**src/core/sfr_pkg.sv**
```systemverilog
// Purpose: Shared constants and types for the core special-register block
// Assumes: One 10 MHz clock, 8-bit data memory words
// Notes: Offsets are data memory addresses of the special-purpose area
package sfr_pkg;
  // Special register offsets
  localparam logic [7:0] OFS_IND0 = 8'h00;
  localparam logic [7:0] OFS_PTR0 = 8'h01;
  localparam logic [7:0] OFS_IND1 = 8'h02;
  localparam logic [7:0] OFS_PTR1 = 8'h03;
  localparam logic [7:0] OFS_BANK = 8'h04;
  localparam logic [7:0] OFS_ACC = 8'h05;
  localparam logic [7:0] OFS_PCL = 8'h06;
  localparam logic [7:0] OFS_TABLE_POINTER = 8'h07;
  localparam logic [7:0] OFS_TABLE_HIGH_BYTE = 8'h08;
  localparam logic [7:0] OFS_WDDIV = 8'h09;
  localparam logic [7:0] OFS_STATUS = 8'h0a;
  localparam logic [7:0] OFS_IRQ0 = 8'h0b;
  localparam logic [7:0] OFS_TMR_FIRST = 8'h0c;
  localparam logic [7:0] OFS_TMR_LAST = 8'h11;
  localparam logic [7:0] OFS_PORT_FIRST = 8'h12;
  localparam logic [7:0] OFS_PORT_LAST = 8'h1b;
  localparam logic [7:0] OFS_IRQ1 = 8'h1e;
  localparam logic [7:0] OFS_GP_BASE = 8'h30;
  // Status field positions
  localparam int ST_C = 0;
  localparam int ST_AC = 1;
  localparam int ST_Z = 2;
  localparam int ST_OV = 3;
  localparam int ST_PDF = 4;
  localparam int ST_TO = 5;
  // Global enable position in first interrupt control register
  localparam int IRQ_EMI = 0;
  // Reset values
  localparam logic [7:0] RST_ZERO = 8'h00;
  localparam logic [7:0] RST_PORT = 8'hff;
  localparam logic [2:0] RST_BANK = 3'h0;
  localparam logic [2:0] RST_WDDIV = 3'h7;
  // Watchdog counter width, overflow after 2**WDT_BITS prescaled ticks
  localparam int WDT_BITS = 8;
  // ALU operations
  typedef enum logic [2:0] {
    ALU_ADD, ALU_ADC, ALU_SUB, ALU_SBC, ALU_LOGIC, ALU_RLC, ALU_RRC
  } alu_op_t;
endpackage

```
**src/core/alu_flags.sv**
```systemverilog
// Purpose: Arithmetic result and status flag generation
// Assumes: Logic results are formed by the core and passed in op_a
// Notes: Purely combinational, upd marks which flags change
`timescale 1ns/1ns
module alu_flags import sfr_pkg::*; (
  input wire alu_op_t op,
  input wire logic [7:0] op_a,
  input wire logic [7:0] op_b,
  input wire logic carry_in,
  output logic [7:0] result,
  output logic [3:0] flags,
  output logic [3:0] upd
);
  logic [7:0] bb; // Second operand, inverted for subtraction
  logic cin; // Carry into bit zero
  logic [4:0] low; // Low nibble sum
  logic [7:0] low7; // Sum of seven low bits
  logic [8:0] full; // Whole sum

  // Adder and flag logic
  always_comb begin
    bb = (op == ALU_SUB || op == ALU_SBC) ? ~op_b : op_b;
    cin = (op == ALU_SUB) || ((op == ALU_ADC || op == ALU_SBC) && carry_in);
    low = {1'b0, op_a[3:0]} + {1'b0, bb[3:0]} + {4'h0, cin};
    low7 = {1'b0, op_a[6:0]} + {1'b0, bb[6:0]} + {7'h00, cin};
    full = {1'b0, op_a} + {1'b0, bb} + {8'h00, cin};
    result = full[7:0];
    flags = 4'h0;
    upd = 4'hf;
    flags[ST_C] = full[8];
    flags[ST_AC] = low[4];
    flags[ST_OV] = low7[7] ^ full[8];
    unique case (op)
      ALU_LOGIC: begin
        result = op_a;
        upd = 4'h0;
        upd[ST_Z] = 1'b1;
      end
      ALU_RLC: begin
        result = {op_a[6:0], carry_in};
        flags[ST_C] = op_a[7];
        upd = 4'h0;
        upd[ST_C] = 1'b1;
      end
      ALU_RRC: begin
        result = {carry_in, op_a[7:1]};
        flags[ST_C] = op_a[0];
        upd = 4'h0;
        upd[ST_C] = 1'b1;
      end
      default: begin
      end
    endcase
    flags[ST_Z] = (result == 8'h00);
  end
endmodule

```
**src/core/wdt_timer.sv**
```systemverilog
// Purpose: Watchdog prescaler and overflow counter
// Assumes: Watchdog clock source is the system clock
// Notes: Ratio is 2**div, from 1 to 128
`timescale 1ns/1ns
module wdt_timer import sfr_pkg::*; (
  input wire logic ref_clk,
  input wire logic rst,
  input wire logic [2:0] div,
  input wire logic clear,
  output logic timeout
);
  typedef struct packed {
    logic [6:0] pre; // Prescaler count
    logic [WDT_BITS-1:0] cnt; // Watchdog count
    logic out; // Timeout pulse
  } wdt_state_t;

  wdt_state_t st_ff;
  wdt_state_t nxt_st;
  logic [6:0] mask; // Prescaler terminal mask

  // Prescale, count and flag overflow
  always_comb begin
    nxt_st = st_ff;
    mask = 7'((8'h01 << div) - 8'h01);
    nxt_st.out = 1'b0;
    nxt_st.pre = ((st_ff.pre & mask) == mask) ? 7'h00 : st_ff.pre + 7'h01;
    if (clear) begin
      nxt_st.pre = 7'h00;
      nxt_st.cnt = '0;
    end else if ((st_ff.pre & mask) == mask) begin
      nxt_st.cnt = st_ff.cnt + 1'b1;
      nxt_st.out = &st_ff.cnt;
    end
  end

  // State register
  always_ff @(posedge ref_clk or posedge rst) begin
    if (rst) begin
      st_ff <= '0;
    end else begin
      st_ff <= nxt_st;
    end
  end

  assign timeout = st_ff.out;
endmodule

```
**src/core/core_sfr.sv**
```systemverilog
// Purpose: Core special-function registers of an 8-bit microcontroller
// Assumes: Core issues one-cycle strobes; program memory answers in the same cycle
// Notes: Timer counting and port pin drivers live elsewhere
// Summary of operation
// Bank register picks general data bank
// First indirect pair always reaches bank zero
// Reset zeroes bank, except watchdog in halt
// Special registers reachable from any bank
// Direct addressing always reaches bank zero
// Register moves and ALU results use accumulator
// Low counter write jumps within page
// Jump by low counter write adds dummy
// Table read fills high register, low elsewhere
// Three divider bits set ratio 1 to 128
// Watchdog overflow resets unless cleared first
// Status writes leave halt and expiry flags
// Carry from add, no-borrow, or rotate
// Nibble carry from low nibble
// Zero flag marks zero results
// Overflow is carry in xor out
// Halt sets halt flag, clear-watchdog clears
// Expiry flag set by timeout, cleared otherwise
// Status is never stacked by hardware
// Global enable cleared on entry, set on return
// Direction bit one means input
// Two timers as low, high and setup
// Unused special locations read zero
// Indirect to indirect ports reads zero
// Bank register holds three value bits
//
// Added by the designer: the strobed register port and the register addresses.
`timescale 1ns/1ns
module core_sfr import sfr_pkg::*; (
  input wire logic ref_clk,
  input wire logic rst,
  input wire logic [7:0] addr,
  input wire logic [7:0] wr_data,
  input wire logic wr_en,
  input wire logic rd_en,
  output logic [7:0] rd_data,
  output logic [10:0] dm_addr,
  output logic dm_wr,
  output logic dm_rd,
  output logic [7:0] dm_wdata,
  input wire logic [7:0] dm_rdata,
  input wire logic op_valid,
  input wire alu_op_t op,
  input wire logic [7:0] op_a,
  input wire logic [7:0] op_b,
  output logic [7:0] acc_out,
  input wire logic [3:0] pc_page,
  input wire logic [7:0] pc_low,
  output logic pc_jump,
  output logic [7:0] jump_low,
  output logic dummy_cycle,
  input wire logic tbl_rd,
  output logic [11:0] pm_addr,
  input wire logic [15:0] pm_word,
  output logic tbl_low_valid,
  output logic [7:0] tbl_low,
  input wire logic halt_instr,
  input wire logic watchdog_clear_instr,
  input wire logic irq_entry,
  input wire logic irq_return_instr,
  output logic global_irq_enable,
  output logic wdt_reset,
  input wire logic [3:0][7:0] port_pin,
  output logic [3:0][7:0] port_out,
  output logic [3:0][7:0] port_oe
);
  typedef struct packed {
    logic [7:0] pointer_zero; // First memory pointer
    logic [7:0] pointer_one; // Second memory pointer
    logic [2:0] bank_select; // Bank value bits
    logic [7:0] accumulator; // Accumulator
    logic [7:0] prog_counter_low; // Last jump target
    logic [7:0] table_pointer; // Table pointer
    logic [7:0] table_high_byte; // Table high byte
    logic [2:0] watchdog_divider_select; // Divider bits
    logic [5:0] status_flags; // Status bits
    logic [7:0] irq_control_first; // Interrupt control 0
    logic [7:0] irq_control_second; // Interrupt control 1
    logic [5:0][7:0] timer_regs; // Count pairs and setup
    logic [3:0][7:0] port_data; // Port output latches
    logic [3:0][7:0] port_dir; // Port directions
    logic [3:0][7:0] pin_meta; // First sync stage
    logic [3:0][7:0] pin_sync; // Second sync stage
    logic [7:0] rd_val; // Registered read value
    logic rd_gp; // Read answered by data memory
    logic jump; // Jump pulse
    logic dummy; // Dummy cycle pulse
    logic tbl_valid; // Table low byte pulse
    logic [7:0] tbl_lo; // Table low byte
    logic wdt_rst; // Watchdog reset pulse
  } sfr_state_t;

  // Reset image of the state
  function automatic sfr_state_t reset_state();
    sfr_state_t s;
    s = '0;
    s.bank_select = RST_BANK;
    s.watchdog_divider_select = RST_WDDIV;
    s.port_data = {4{RST_PORT}};
    s.port_dir = {4{RST_PORT}};
    return s;
  endfunction

  sfr_state_t st_ff;
  sfr_state_t nxt_st;
  logic [7:0] alu_res; // ALU result
  logic [3:0] alu_flg; // ALU flags
  logic [3:0] alu_upd; // Flags to update
  logic wdt_to; // Watchdog overflow
  logic [2:0] eff_bank; // Resolved bank
  logic [7:0] eff_low; // Resolved offset
  logic via_ind; // Access through an indirect port
  logic is_sfr; // Resolved into special area
  logic [1:0] pidx; // Port index
  logic pdir; // Port direction register addressed

  alu_flags u_alu (
    .op(op),
    .op_a(op_a),
    .op_b(op_b),
    .carry_in(st_ff.status_flags[ST_C]),
    .result(alu_res),
    .flags(alu_flg),
    .upd(alu_upd)
  );

  wdt_timer u_wdt (
    .ref_clk(ref_clk),
    .rst(rst),
    .div(st_ff.watchdog_divider_select),
    .clear(watchdog_clear_instr),
    .timeout(wdt_to)
  );

  // Address resolution through pointers and bank
  always_comb begin
    eff_bank = 3'h0;
    eff_low = addr;
    via_ind = 1'b0;
    if (addr == OFS_IND0) begin
      eff_low = st_ff.pointer_zero;
      via_ind = 1'b1;
    end else if (addr == OFS_IND1) begin
      eff_bank = st_ff.bank_select;
      eff_low = st_ff.pointer_one;
      via_ind = 1'b1;
    end
    is_sfr = eff_low < OFS_GP_BASE;
    pidx = (eff_low[3:1] == 3'h1) ? 2'h0 : 2'(eff_low[3:1] - 3'h2); // A, C, D, E in slots 0 to 3
    pdir = eff_low[0];
  end

  // Data memory requests for general purpose locations
  always_comb begin
    dm_addr = {is_sfr ? 3'h0 : eff_bank, eff_low};
    dm_wr = wr_en && !is_sfr;
    dm_rd = rd_en && !is_sfr;
    dm_wdata = wr_data;
  end

  // Next state: software access then hardware events
  always_comb begin
    nxt_st = st_ff;
    nxt_st.pin_meta = port_pin;
    nxt_st.pin_sync = st_ff.pin_meta;
    nxt_st.jump = 1'b0;
    nxt_st.dummy = st_ff.jump;
    nxt_st.tbl_valid = 1'b0;
    nxt_st.wdt_rst = 1'b0;
    nxt_st.rd_gp = rd_en && !is_sfr;
    nxt_st.rd_val = 8'h00;
    // Register reads, unused and indirect self reads give zero
    if (rd_en && is_sfr && !(via_ind && (eff_low == OFS_IND0 || eff_low == OFS_IND1))) begin
      unique case (eff_low)
        OFS_PTR0: nxt_st.rd_val = st_ff.pointer_zero;
        OFS_PTR1: nxt_st.rd_val = st_ff.pointer_one;
        OFS_BANK: nxt_st.rd_val = {5'h00, st_ff.bank_select};
        OFS_ACC: nxt_st.rd_val = st_ff.accumulator;
        OFS_PCL: nxt_st.rd_val = pc_low;
        OFS_TABLE_POINTER: nxt_st.rd_val = st_ff.table_pointer;
        OFS_TABLE_HIGH_BYTE: nxt_st.rd_val = st_ff.table_high_byte;
        OFS_WDDIV: nxt_st.rd_val = {5'h00, st_ff.watchdog_divider_select};
        OFS_STATUS: nxt_st.rd_val = {2'h0, st_ff.status_flags};
        OFS_IRQ0: nxt_st.rd_val = st_ff.irq_control_first;
        OFS_IRQ1: nxt_st.rd_val = st_ff.irq_control_second;
        default: begin
          if (eff_low >= OFS_TMR_FIRST && eff_low <= OFS_TMR_LAST) begin
            nxt_st.rd_val = st_ff.timer_regs[3'(eff_low - OFS_TMR_FIRST)];
          end else if (eff_low >= OFS_PORT_FIRST && eff_low <= OFS_PORT_LAST
                       && !(eff_low[3:1] == 3'h2)) begin
            // Input pins read the pin, outputs read the latch
            if (pdir) begin
              nxt_st.rd_val = st_ff.port_dir[pidx];
            end else begin
              nxt_st.rd_val = (st_ff.port_dir[pidx] & st_ff.pin_sync[pidx])
                | (~st_ff.port_dir[pidx] & st_ff.port_data[pidx]);
            end
          end else begin
            nxt_st.rd_val = 8'h00;
          end
        end
      endcase
    end
    // Register writes, indirect self writes do nothing
    if (wr_en && is_sfr && !(via_ind && (eff_low == OFS_IND0 || eff_low == OFS_IND1))) begin
      unique case (eff_low)
        OFS_PTR0: nxt_st.pointer_zero = wr_data;
        OFS_PTR1: nxt_st.pointer_one = wr_data;
        OFS_BANK: nxt_st.bank_select = wr_data[2:0];
        OFS_ACC: nxt_st.accumulator = wr_data;
        OFS_PCL: begin
          nxt_st.prog_counter_low = wr_data;
          nxt_st.jump = 1'b1;
        end
        OFS_TABLE_POINTER: nxt_st.table_pointer = wr_data;
        OFS_WDDIV: nxt_st.watchdog_divider_select = wr_data[2:0];
        OFS_STATUS: nxt_st.status_flags[3:0] = wr_data[3:0];
        OFS_IRQ0: nxt_st.irq_control_first = wr_data;
        OFS_IRQ1: nxt_st.irq_control_second = wr_data;
        default: begin
          if (eff_low >= OFS_TMR_FIRST && eff_low <= OFS_TMR_LAST) begin
            nxt_st.timer_regs[3'(eff_low - OFS_TMR_FIRST)] = wr_data;
          end else if (eff_low >= OFS_PORT_FIRST && eff_low <= OFS_PORT_LAST
                       && !(eff_low[3:1] == 3'h2)) begin
            if (pdir) begin
              nxt_st.port_dir[pidx] = wr_data;
            end else begin
              nxt_st.port_data[pidx] = wr_data;
            end
          end
        end
      endcase
    end
    // ALU result into accumulator and flags
    if (op_valid) begin
      nxt_st.accumulator = alu_res;
      for (int i = 0; i < 4; i++) begin
        if (alu_upd[i]) begin
          nxt_st.status_flags[i] = alu_flg[i];
        end
      end
    end
    // Table read through program memory
    if (tbl_rd) begin
      nxt_st.table_high_byte = pm_word[15:8];
      nxt_st.tbl_lo = pm_word[7:0];
      nxt_st.tbl_valid = 1'b1;
    end
    // Global enable, return sets and wins over entry
    if (irq_entry) begin
      nxt_st.irq_control_first[IRQ_EMI] = 1'b0;
    end
    if (irq_return_instr) begin
      nxt_st.irq_control_first[IRQ_EMI] = 1'b1;
    end
    // Halt and watchdog clear flags, hardware wins over writes
    if (halt_instr) begin
      nxt_st.status_flags[ST_PDF] = 1'b1;
      nxt_st.status_flags[ST_TO] = 1'b0;
    end
    if (watchdog_clear_instr) begin
      nxt_st.status_flags[ST_PDF] = 1'b0;
      nxt_st.status_flags[ST_TO] = 1'b0;
    end
    // Watchdog reset restores defaults, bank kept in power down
    if (wdt_to) begin
      nxt_st = reset_state();
      nxt_st.pin_meta = port_pin;
      nxt_st.pin_sync = st_ff.pin_meta;
      nxt_st.bank_select = st_ff.status_flags[ST_PDF] ? st_ff.bank_select : RST_BANK;
      nxt_st.status_flags[ST_PDF] = st_ff.status_flags[ST_PDF];
      nxt_st.status_flags[ST_TO] = 1'b1;
      nxt_st.wdt_rst = 1'b1;
    end
  end

  // State register, power-up reset clears all flags
  always_ff @(posedge ref_clk or posedge rst) begin
    if (rst) begin
      st_ff <= reset_state();
    end else begin
      st_ff <= nxt_st;
    end
  end

  // Outputs, status never leaves the block for stacking
  assign rd_data = st_ff.rd_gp ? dm_rdata : st_ff.rd_val;
  assign acc_out = st_ff.accumulator;
  assign pc_jump = st_ff.jump;
  assign jump_low = st_ff.prog_counter_low;
  assign dummy_cycle = st_ff.dummy;
  assign pm_addr = {pc_page, st_ff.table_pointer};
  assign tbl_low_valid = st_ff.tbl_valid;
  assign tbl_low = st_ff.tbl_lo;
  assign global_irq_enable = st_ff.irq_control_first[IRQ_EMI];
  assign wdt_reset = st_ff.wdt_rst;
  assign port_out = st_ff.port_data;
  assign port_oe = ~st_ff.port_dir;

  property p_bank_reset;
    @(posedge ref_clk) disable iff (rst)
      wdt_to && !st_ff.status_flags[ST_PDF] |=> st_ff.bank_select == 3'h0;
  endproperty
  a_bank_reset: assert property (p_bank_reset) else $error("bank not zeroed");

  property p_bank_keep;
    @(posedge ref_clk) disable iff (rst)
      wdt_to && st_ff.status_flags[ST_PDF] |=> $stable(st_ff.bank_select);
  endproperty
  a_bank_keep: assert property (p_bank_keep) else $error("bank lost in halt");

  property p_ind0_bank;
    @(posedge ref_clk) disable iff (rst)
      (wr_en || rd_en) && addr == OFS_IND0 |-> dm_addr[10:8] == 3'h0;
  endproperty
  a_ind0_bank: assert property (p_ind0_bank) else $error("pointer zero left bank 0");

  property p_direct_bank;
    @(posedge ref_clk) disable iff (rst)
      wr_en && addr >= OFS_GP_BASE |-> dm_wr && dm_addr == {3'h0, addr};
  endproperty
  a_direct_bank: assert property (p_direct_bank) else $error("direct not bank 0");

  property p_jump_dummy;
    @(posedge ref_clk) disable iff (rst)
      wr_en && addr == OFS_PCL && !wdt_to |=> pc_jump && jump_low == $past(wr_data)
        ##1 dummy_cycle && !pc_jump;
  endproperty
  a_jump_dummy: assert property (p_jump_dummy) else $error("jump or dummy missing");

  property p_status_keep;
    @(posedge ref_clk) disable iff (rst)
      wr_en && addr == OFS_STATUS && !halt_instr && !watchdog_clear_instr && !wdt_to
        |=> $stable(st_ff.status_flags[5:4]);
  endproperty
  a_status_keep: assert property (p_status_keep) else $error("status write hit flags");

  property p_halt;
    @(posedge ref_clk) disable iff (rst)
      halt_instr && !watchdog_clear_instr && !wdt_to
        |=> st_ff.status_flags[ST_PDF] && !st_ff.status_flags[ST_TO];
  endproperty
  a_halt: assert property (p_halt) else $error("halt flags wrong");

  property p_emi;
    @(posedge ref_clk) disable iff (rst)
      irq_entry && !irq_return_instr && !wdt_to |=> !global_irq_enable;
  endproperty
  a_emi: assert property (p_emi) else $error("enable not cleared");

  property p_acc;
    @(posedge ref_clk) disable iff (rst)
      op_valid && !wdt_to |=> acc_out == $past(alu_res);
  endproperty
  a_acc: assert property (p_acc) else $error("accumulator missed result");

  property p_cov_jump;
    @(posedge ref_clk) disable iff (rst) pc_jump ##1 dummy_cycle;
  endproperty
  c_cov_jump: cover property (p_cov_jump);

  property p_cov_wdt;
    @(posedge ref_clk) disable iff (rst) wdt_to ##1 wdt_reset;
  endproperty
  c_cov_wdt: cover property (p_cov_wdt);

  property p_cov_ind1;
    @(posedge ref_clk) disable iff (rst) rd_en && addr == OFS_IND1 && st_ff.bank_select != 3'h0;
  endproperty
  c_cov_ind1: cover property (p_cov_ind1);
endmodule

```
**config.mk**
```make
export PLATFORM = sky130hd
export DESIGN_NAME = core_sfr
export DESIGN_NICKNAME = d
export VERILOG_FILES = /design/src/core/sfr_pkg.sv /design/src/core/alu_flags.sv /design/src/core/wdt_timer.sv /design/src/core/core_sfr.sv
export SDC_FILE = /design/constraint.sdc
export NUM_CORES = 1
export LEC_CHECK = 0
export ABC_AREA = 1
export BUFFER_PORTS_ARGS = -buffer_cell sky130_fd_sc_hd__buf_4
export CAP_MARGIN = 15
export CORE_MARGIN = 4
export CORE_UTILIZATION = 44
export DETAILED_ROUTE_END_ITERATION = 8
export MAX_ROUTING_LAYER = met4
export PLACE_DENSITY = 0.67
export SETUP_SLACK_MARGIN = 0.05
export SYNTH_ARGS = -nofsm -noshare
export SYNTH_HDL_FRONTEND = slang
export SYNTH_SLANG_ARGS = --single-unit
```
**constraint.sdc**
```tcl
create_clock -name ref_clk -period 8.1 [get_ports ref_clk]
set_clock_uncertainty 0.15 [all_clocks]
set_input_delay 0.81 -clock ref_clk [delete_from_list [all_inputs] [get_ports ref_clk]]
set_output_delay 0.81 -clock ref_clk [all_outputs]
set_load 0.05 [all_outputs]
```
==> results of run 1 <==
## registers in the layout, indices dropped and copies added, names as in the netlist, 8 cells and up
signal	count
acc_out	8
jump_low	8
pm_addr	8
port_out	32
st_ff	204
tbl_low	8
u_wdt.st_ff	15
## per-stage QoR
stage                     setup WS, ns  cell area (um^2)  hold WS (ns)
after global placement            3.68             17100         0.182
after floorplan                   3.36             15600         0.181
final                             4.12             18200         0.183
after global routing              3.86             18200         0.203
after detailed placement          3.65             17100         0.185
after CTS                         4.20             18200         0.186
## layout make-up
cell class	instances	area, um^2	share of cell area, %
Clock buffer	43	925	5.08
Clock inverter	18	218	1.20
Inverter	192	729	4.01
Multi-Input combinational cell	1343	6590	36.2
Sequential cell	289	7320	40.2
Tap cell	455	569	3.13
Timing Repair Buffer	245	1850	10.2
## layer usage
metal  up-vias  share of wire [%]  GRT usage, %
met5         -                  0             -
met4         0                3.6          8.84
met3       115                7.7          4.31
met2       629                 46          42.0
met1      6717                 43          37.2
li1       6543                  -             -
## cells by family (layout without fill, tap and decap cells)
logic type | count (synthesis) | in the layout | synth area share [%]
buffers and inverters | 328 | 498 | 10.6
flip-flops | 289 | 289 | 47.1
AND/OR/NAND/NOR | 1054 | 1054 | 29.9
adder cells (fa/ha/maj) | 12 | 12 | 1.06
XOR/XNOR | 17 | 17 | 0.958
AO/OA/AOI/OAI | 248 | 248 | 9.60
multiplexers | 12 | 12 | 0.837
## cells in the final DEF, fill, tap and decap left out, drive strengths merged, types with 5 or more instances in the layout
| cell | n |
|---|---|
| nor2 | 143 |
| o22ai | 24 |
| o221ai | 6 |
| o31ai | 11 |
| dfstp | 67 |
| clkbuf | 43 |
| nand4 | 14 |
| nand3 | 225 |
| clkinv | 11 |
| xnor2 | 12 |
| nor3 | 19 |
| xor2 | 5 |
| mux2 | 8 |
| buf | 245 |
| ha | 10 |
| nand2 | 641 |
| o21ai | 150 |
| a22oi | 5 |
| a21oi | 36 |
| o211ai | 9 |
| dfrtp | 222 |
| inv | 192 |
## worst register-to-register path, delay by kind of cell (launching register included)
family,cells,cell delay (ns)
buf+inv,2,0.97
flops,1,0.41
simple gates,9,1.90
compound gates,1,0.31
## power by group through the flow
stage / clock, uW / combinational, uW / sequential, uW
3_3_place_gp: 0 / 640 / 1620
2_1_floorplan: 0 / 477 / 1590
4_1_cts: 1610 / 647 / 1600
3_5_place_dp: 0 / 646 / 1620
6_report: 1580 / 648 / 1600
5_1_grt: 1670 / 700 / 1600
## worst max-delay path by stage
stage,slack (ns),cells after the start,endpoint,start
after floorplan,3.36,1,acc_out[0]$_DFFE_PP0P_,rst
after global placement,3.68,16,port_out[1]$_DFFE_PP1P_,addr[1]
after detailed placement,3.65,16,port_out[1]$_DFFE_PP1P_,addr[1]
after CTS,4.20,16,port_out[1]$_DFFE_PP1P_,addr[1]
after global routing,3.86,16,port_out[1]$_DFFE_PP1P_,addr[0]
final,4.12,16,port_out[1]$_DFFE_PP1P_,addr[1]
## synthesized netlist by cell type, types with 5 or more instances
master | count | share of area, %
a21oi_1 | 27 | 0.87
a21oi_4 | 5 | 0.52
a22oi_1 | 5 | 0.24
buf_2 | 21 | 0.68
buf_4 | 82 | 4.0
buf_6 | 10 | 0.72
clkbuf_1 | 21 | 0.51
dfrtp_1 | 222 | 36
dfstp_2 | 67 | 11
ha_1 | 10 | 0.80
inv_1 | 173 | 4.2
inv_2 | 16 | 0.39
mux2_2 | 8 | 0.58
nand2_1 | 608 | 15
nand2_2 | 25 | 1.0
nand2_4 | 8 | 0.58
nand3_1 | 221 | 7.1
nand4_1 | 14 | 0.56
nor2_1 | 117 | 2.8
nor2_2 | 13 | 0.52
nor2_4 | 9 | 0.65
nor3_1 | 19 | 0.61
o211ai_1 | 8 | 0.39
o21ai_0 | 108 | 3.5
o21ai_1 | 35 | 1.1
o21ai_2 | 6 | 0.34
o221ai_1 | 6 | 0.34
o22ai_1 | 24 | 0.97
o31ai_1 | 11 | 0.53
xnor2_1 | 12 | 0.68
xor2_1 | 5 | 0.28
==> results.py, run 1 <==
metrics = {
    "pwr": {
        "p_per_area_nw_per_um2": 210,
        "internal_power_uw": 2670,
        "ir_worst_vdd_mv": 0.119,
        "finalPower_uw": 3830,
        "p_leak_uw": 0.00893,
        "pwr-share-comb_pct": 16.9,
        "p_sw_uw": 1160,
        "swShare_pct": 30.2,
        "seqPwrFrac_pct": 41.7,
        "p_clk_share_pct": 41.4,
    },
    "layout": {
        "layout.nets": 2230,
        "syn_to_final_growth_pct": 17.0,
        "antenna_cells": 0,
        "drive_gt1_share_pct": 22.6,
        "fillers": 3388,
        "final_core_util_pct": 52.4,
        "instances_no_fill": 2585,
    },
    "clock_network": {
        "hold_buffers": 0,
        "tritoncts": "yes",
        "clk_latency_ns": 0.53,
        "htree_levels": 2,
        "path_clk_slew_ns": 0.06,
        "cts_buffer_depth": 3,
        "cts_resized": 0,
        "post_cts_buffers": 0,
        "cts_root_buffer": "clkbuf_16",
        "cts_buffers": 34,
        "cts_sinks": 289,
    },
    "logic_synthesis": {
        "synth_edf_count": 0,
        "synth-seq-cells": 289,
        "seq_area_frac_synth_pct": 47.1,
        "syn-instance-count": 1960,
        "synth_nets": 2085,
        "syn_avg_cell_area_um2": 7.93,
        "ys_types": 51,
        "synth_ff_type": "dfrtp_1",
        "synth_warnings": 0,
        "synth_async_sr_flop_share_pct": 100,
        "synth.cell_area_um2": 15500,
    },
    "worst_setup_path": {
        "cpMostUsedCell": "nand2_1",
        "cp-end-kind": "register",
        "cp.arrival_ns": 4.30,
        "rr_endpoint": "port_out[1]$_DFFE_PP1P_",
        "critPathSlowestCell": "nor2_1",
        "r2r_start": "st_ff[259]$_DFFE_PP0P_",
        "cp_max_fo": 64,
        "worstPathRequired_ns": 8.42,
        "crit_type": "in -> reg",
        "worstPathCellList": "buf_4, nor2_1, nand2_1, nor2_8, nand2_1, inv_2, nor2_2, nand2_4, nand2_2, buf_4, inv_2, nor2_1, nand2_1, o21ai_0, nand3_1, nand2_1",
        "ff2ff_path_depth": 12,
        "crit_family": "simple AND/OR/NAND/NOR gates",
        "cpPeakStageDelay_ns": 0.55,
        "start_kind": "input port",
        "path_buf_inv": 4,
        "r2r_slack_ns": 4.31,
    },
    "global_route": {
        "overflow": 0,
        "grt_pass1_wl_mm": 80.1,
        "grt_pass1_vias": 13600,
        "grtUsageTotal_pct": 27.2,
        "antenna_found_initial": 0,
        "grt_max_degree": 199,
    },
    "drt": {
        "via_per_inst": 5.42,
        "drt-pass1-iter-count": 6,
        "ant_nets": 0,
        "drt-total-wl_mm": 52.2,
        "drc_errors": 0,
        "drtIter0Drc": 1421,
        "routedWlPerCell_um": 20.2,
        "vias": 14000,
    },
    "placement": {
        "place_congestion": 0.998,
        "portBuffers": 238,
        "post-dp-hpwl_mm": 38.1,
        "dp.cells": 2524,
    },
    "die": {
        "die-area_um2": 38400,
        "die_w_um": 196,
        "die_h_um": 196,
        "start_util_pct": 44.8,
        "row_count": 68,
        "core_area_um2": 34700,
        "io_pins": 247,
    },
    "timing": {
        "hold_violations": 0,
        "worst_pin_slew_ns": 1.13,
        "slew_violations": 0,
        "setup_viol": 0,
        "setup_tns_ns": 0,
        "fin_crit_sh_pct": 49.2,
        "rsz0062_at_grt": "false",
        "fin_crit_ns": 3.98,
        "worst_slew_margin_rel_pct": 24.6,
        "max_freq_mhz": 251,
    },
    "outcome": {
        "outcome": "finished, final reports clean",
    },
    "min_path": {
        "hp-class": "in -> async",
    },
    "flow_run": {
        "max_cap_viol_count": 0,
    },
}
No activity file was read; power rests on OpenSTA's default activity.
==> run 2, diff against run 1 <==
Settings changed: PLACE_DENSITY 0.67 to not set.
Clock period 8.1 ns to 3.7 ns, I/O delays scaled along.
==> run 2 against run 1 <==
Against the previous run: largest power group unchanged; final area is 4.1% higher; total power is 120% higher; non-clock buffer count is 80 higher; global-route usage is 1.1 points higher; highest routed layer unchanged; critical path depth is 3 lower; sequential power is 120% higher.
==> results.py, run 2 (synthesis gave the netlist of run 1 again) <==
metrics = {
    "timing": {
        "max_freq_mhz": 309,
        "hold_violations": 0,
        "setup_viol": 0,
        "setup_tns_ns": 0,
        "rsz0062_at_grt": "false",
        "fin_crit_sh_pct": 87.6,
        "worst_pin_slew_ns": 1.02,
        "worst_slew_margin_rel_pct": 31.9,
        "fin_crit_ns": 3.24,
        "slew_violations": 0,
    },
    "drt": {
        "drt-pass1-iter-count": 5,
        "routedWlPerCell_um": 20.1,
        "via_per_inst": 5.29,
        "met3_length_mm": 3.63,
        "drc_errors": 0,
        "vias": 14100,
        "dr.max_layer_used": "met4",
        "drtIter0Drc": 1134,
        "met2_length_mm": 24.4,
        "drt-total-wl_mm": 53.6,
        "wl_met1_mm": 23.7,
        "ant_nets": 0,
    },
    "clock_network": {
        "cts_buffer_depth": 3,
        "cts_root_buffer": "clkbuf_16",
        "path_clk_slew_ns": 0.06,
        "clk_latency_ns": 0.52,
        "htree_levels": 2,
        "post_cts_buffers": 0,
        "cts_sinks": 289,
        "cts_buffers": 34,
        "tritoncts": "yes",
    },
    "layout": {
        "layout.nets": 2310,
        "largest-register": "st_ff",
        "final_cell_mix": "nand2_1 (608), buf_4 (268), dfrtp_1 (222)",
        "fillers": 3328,
        "layout_commonest_cell": "nand2_1",
        "antenna_cells": 0,
        "syn_to_final_growth_pct": 21.8,
        "design_area_um2": 18900,
        "drive_gt1_share_pct": 22.9,
        "instances_no_fill": 2666,
        "largest_reg_flops": 204,
    },
    "worst_setup_path": {
        "cp-end-kind": "register",
        "rr_endpoint": "st_ff[20]$_DFF_PP0_",
        "crit_type": "reg -> reg",
        "ff2ff_path_depth": 13,
        "cp_max_fo": 14,
        "start_kind": "register",
        "r2r_start": "st_ff[257]$_DFFE_PP0P_",
        "cp.arrival_ns": 3.52,
        "r2r_slack_ns": 0.46,
        "worstPathRequired_ns": 3.98,
    },
    "flow_run": {
        "max_cap_viol_count": 0,
    },
    "die": {
        "die-area_um2": 38400,
        "die_h_um": 196,
        "start_util_pct": 44.8,
        "core_area_um2": 34700,
        "die_w_um": 196,
        "io_pins": 247,
        "row_count": 68,
    },
    "min_path": {
        "hold_depth": 4,
        "worstHoldStart": "op_valid",
        "holdPathEnd": "st_ff[213]$_DFF_PP0_",
        "hp-class": "in -> reg",
    },
    "pwr": {
        "ir_worst_vdd_mv": 0.316,
        "p_leak_uw": 0.00929,
        "p_per_area_nw_per_um2": 441,
    },
    "placement": {
        "portBuffers": 238,
        "place_congestion": 0.991,
        "dp.cells": 2551,
        "post-dp-hpwl_mm": 40.0,
        "place_area_um2": 17300,
    },
    "outcome": {
        "outcome": "finished, final reports clean",
    },
    "global_route": {
        "overflow": 0,
        "grt_pass1_wl_mm": 82.9,
        "grt_max_degree": 110,
        "antenna_found_initial": 0,
        "grt_pass1_vias": 14100,
        "grtUsageTotal_pct": 28.4,
    },
}
-- run 2: worst max path at each step --
stage | slack [ns] | startpoint | endpoint
after global placement | 0.31 | addr[7] | st_ff[15]$_DFF_PP0_
after floorplan | -0.60 | rst | acc_out[0]$_DFFE_PP0P_
final | 0.46 | st_ff[257]$_DFFE_PP0P_ | st_ff[20]$_DFF_PP0_
after global routing | 0.30 | st_ff[259]$_DFFE_PP0P_ | global_irq_enable$_DFFE_PP0P_
after detailed placement | 0.23 | addr[7] | st_ff[14]$_DFF_PP0_
after CTS | 0.54 | st_ff[259]$_DFFE_PP0P_ | global_irq_enable$_DFFE_PP0P_
-- run 2: final cells by class --
type                    instances  area (um^2)  area share, %
clock buffers                  47          960           5.07
clock inverters                15          158          0.832
inverters                     192          729           3.85
multi-input cells            1343         6590           34.8
flip-flops and latches        289         7320           38.6
well taps                     455          569           3.01
repair buffers                325         2620           13.8
-- run 2: worst max-delay path, stage by stage, from the launching register on --
cell and delay [ns]:
dfrtp_1 0.40, nand3_1 0.10, nand3_1 0.26, buf_4 0.31, buf_4 0.20, nor2_2 0.54
inv_2 0.19, nor2_1 0.47, nand2_1 0.10, o21ai_0 0.09, nor2_1 0.06, nand3_1 0.08
nand2_1 0.06, nor2_1 0.13
-- run 2: stage by stage --
stage	power, uW	worst slack [ns]	hold WS, ns	util [%]
detailed placement	5000	0.230	0.185	49.8
global route	8700	0.304	0.0783	54.6
CTS	8420	0.544	0.0516	54.6
finish	8360	0.459	0.0659	54.6
global placement	4990	0.308	0.182	49.8
floorplan	4530	-0.598	0.181	-
-- run 2: report_power, final --
part	switching, uW	internal, uW	total [uW]
registers	127	3370	3490
clock network	1380	1980	3360
logic	1020	480	1500
total	2530	5820	8360
-- run 2: repair_timing --
item,in CTS,in global routing
endpoints found under the setup margin,0,0
hold buffers,53,0
resized for setup,0,0
endpoints found under the hold margin,63,0
-- run 2: layer usage --
| layer | global-route usage (%) | vias to the layer above |
|---|---|---|
| met5 | - | - |
| met4 | 8.92 | 0 |
| met3 | 4.38 | 106 |
| met2 | 43.6 | 560 |
| met1 | 39.0 | 6720 |
| li1 | - | 6714 |
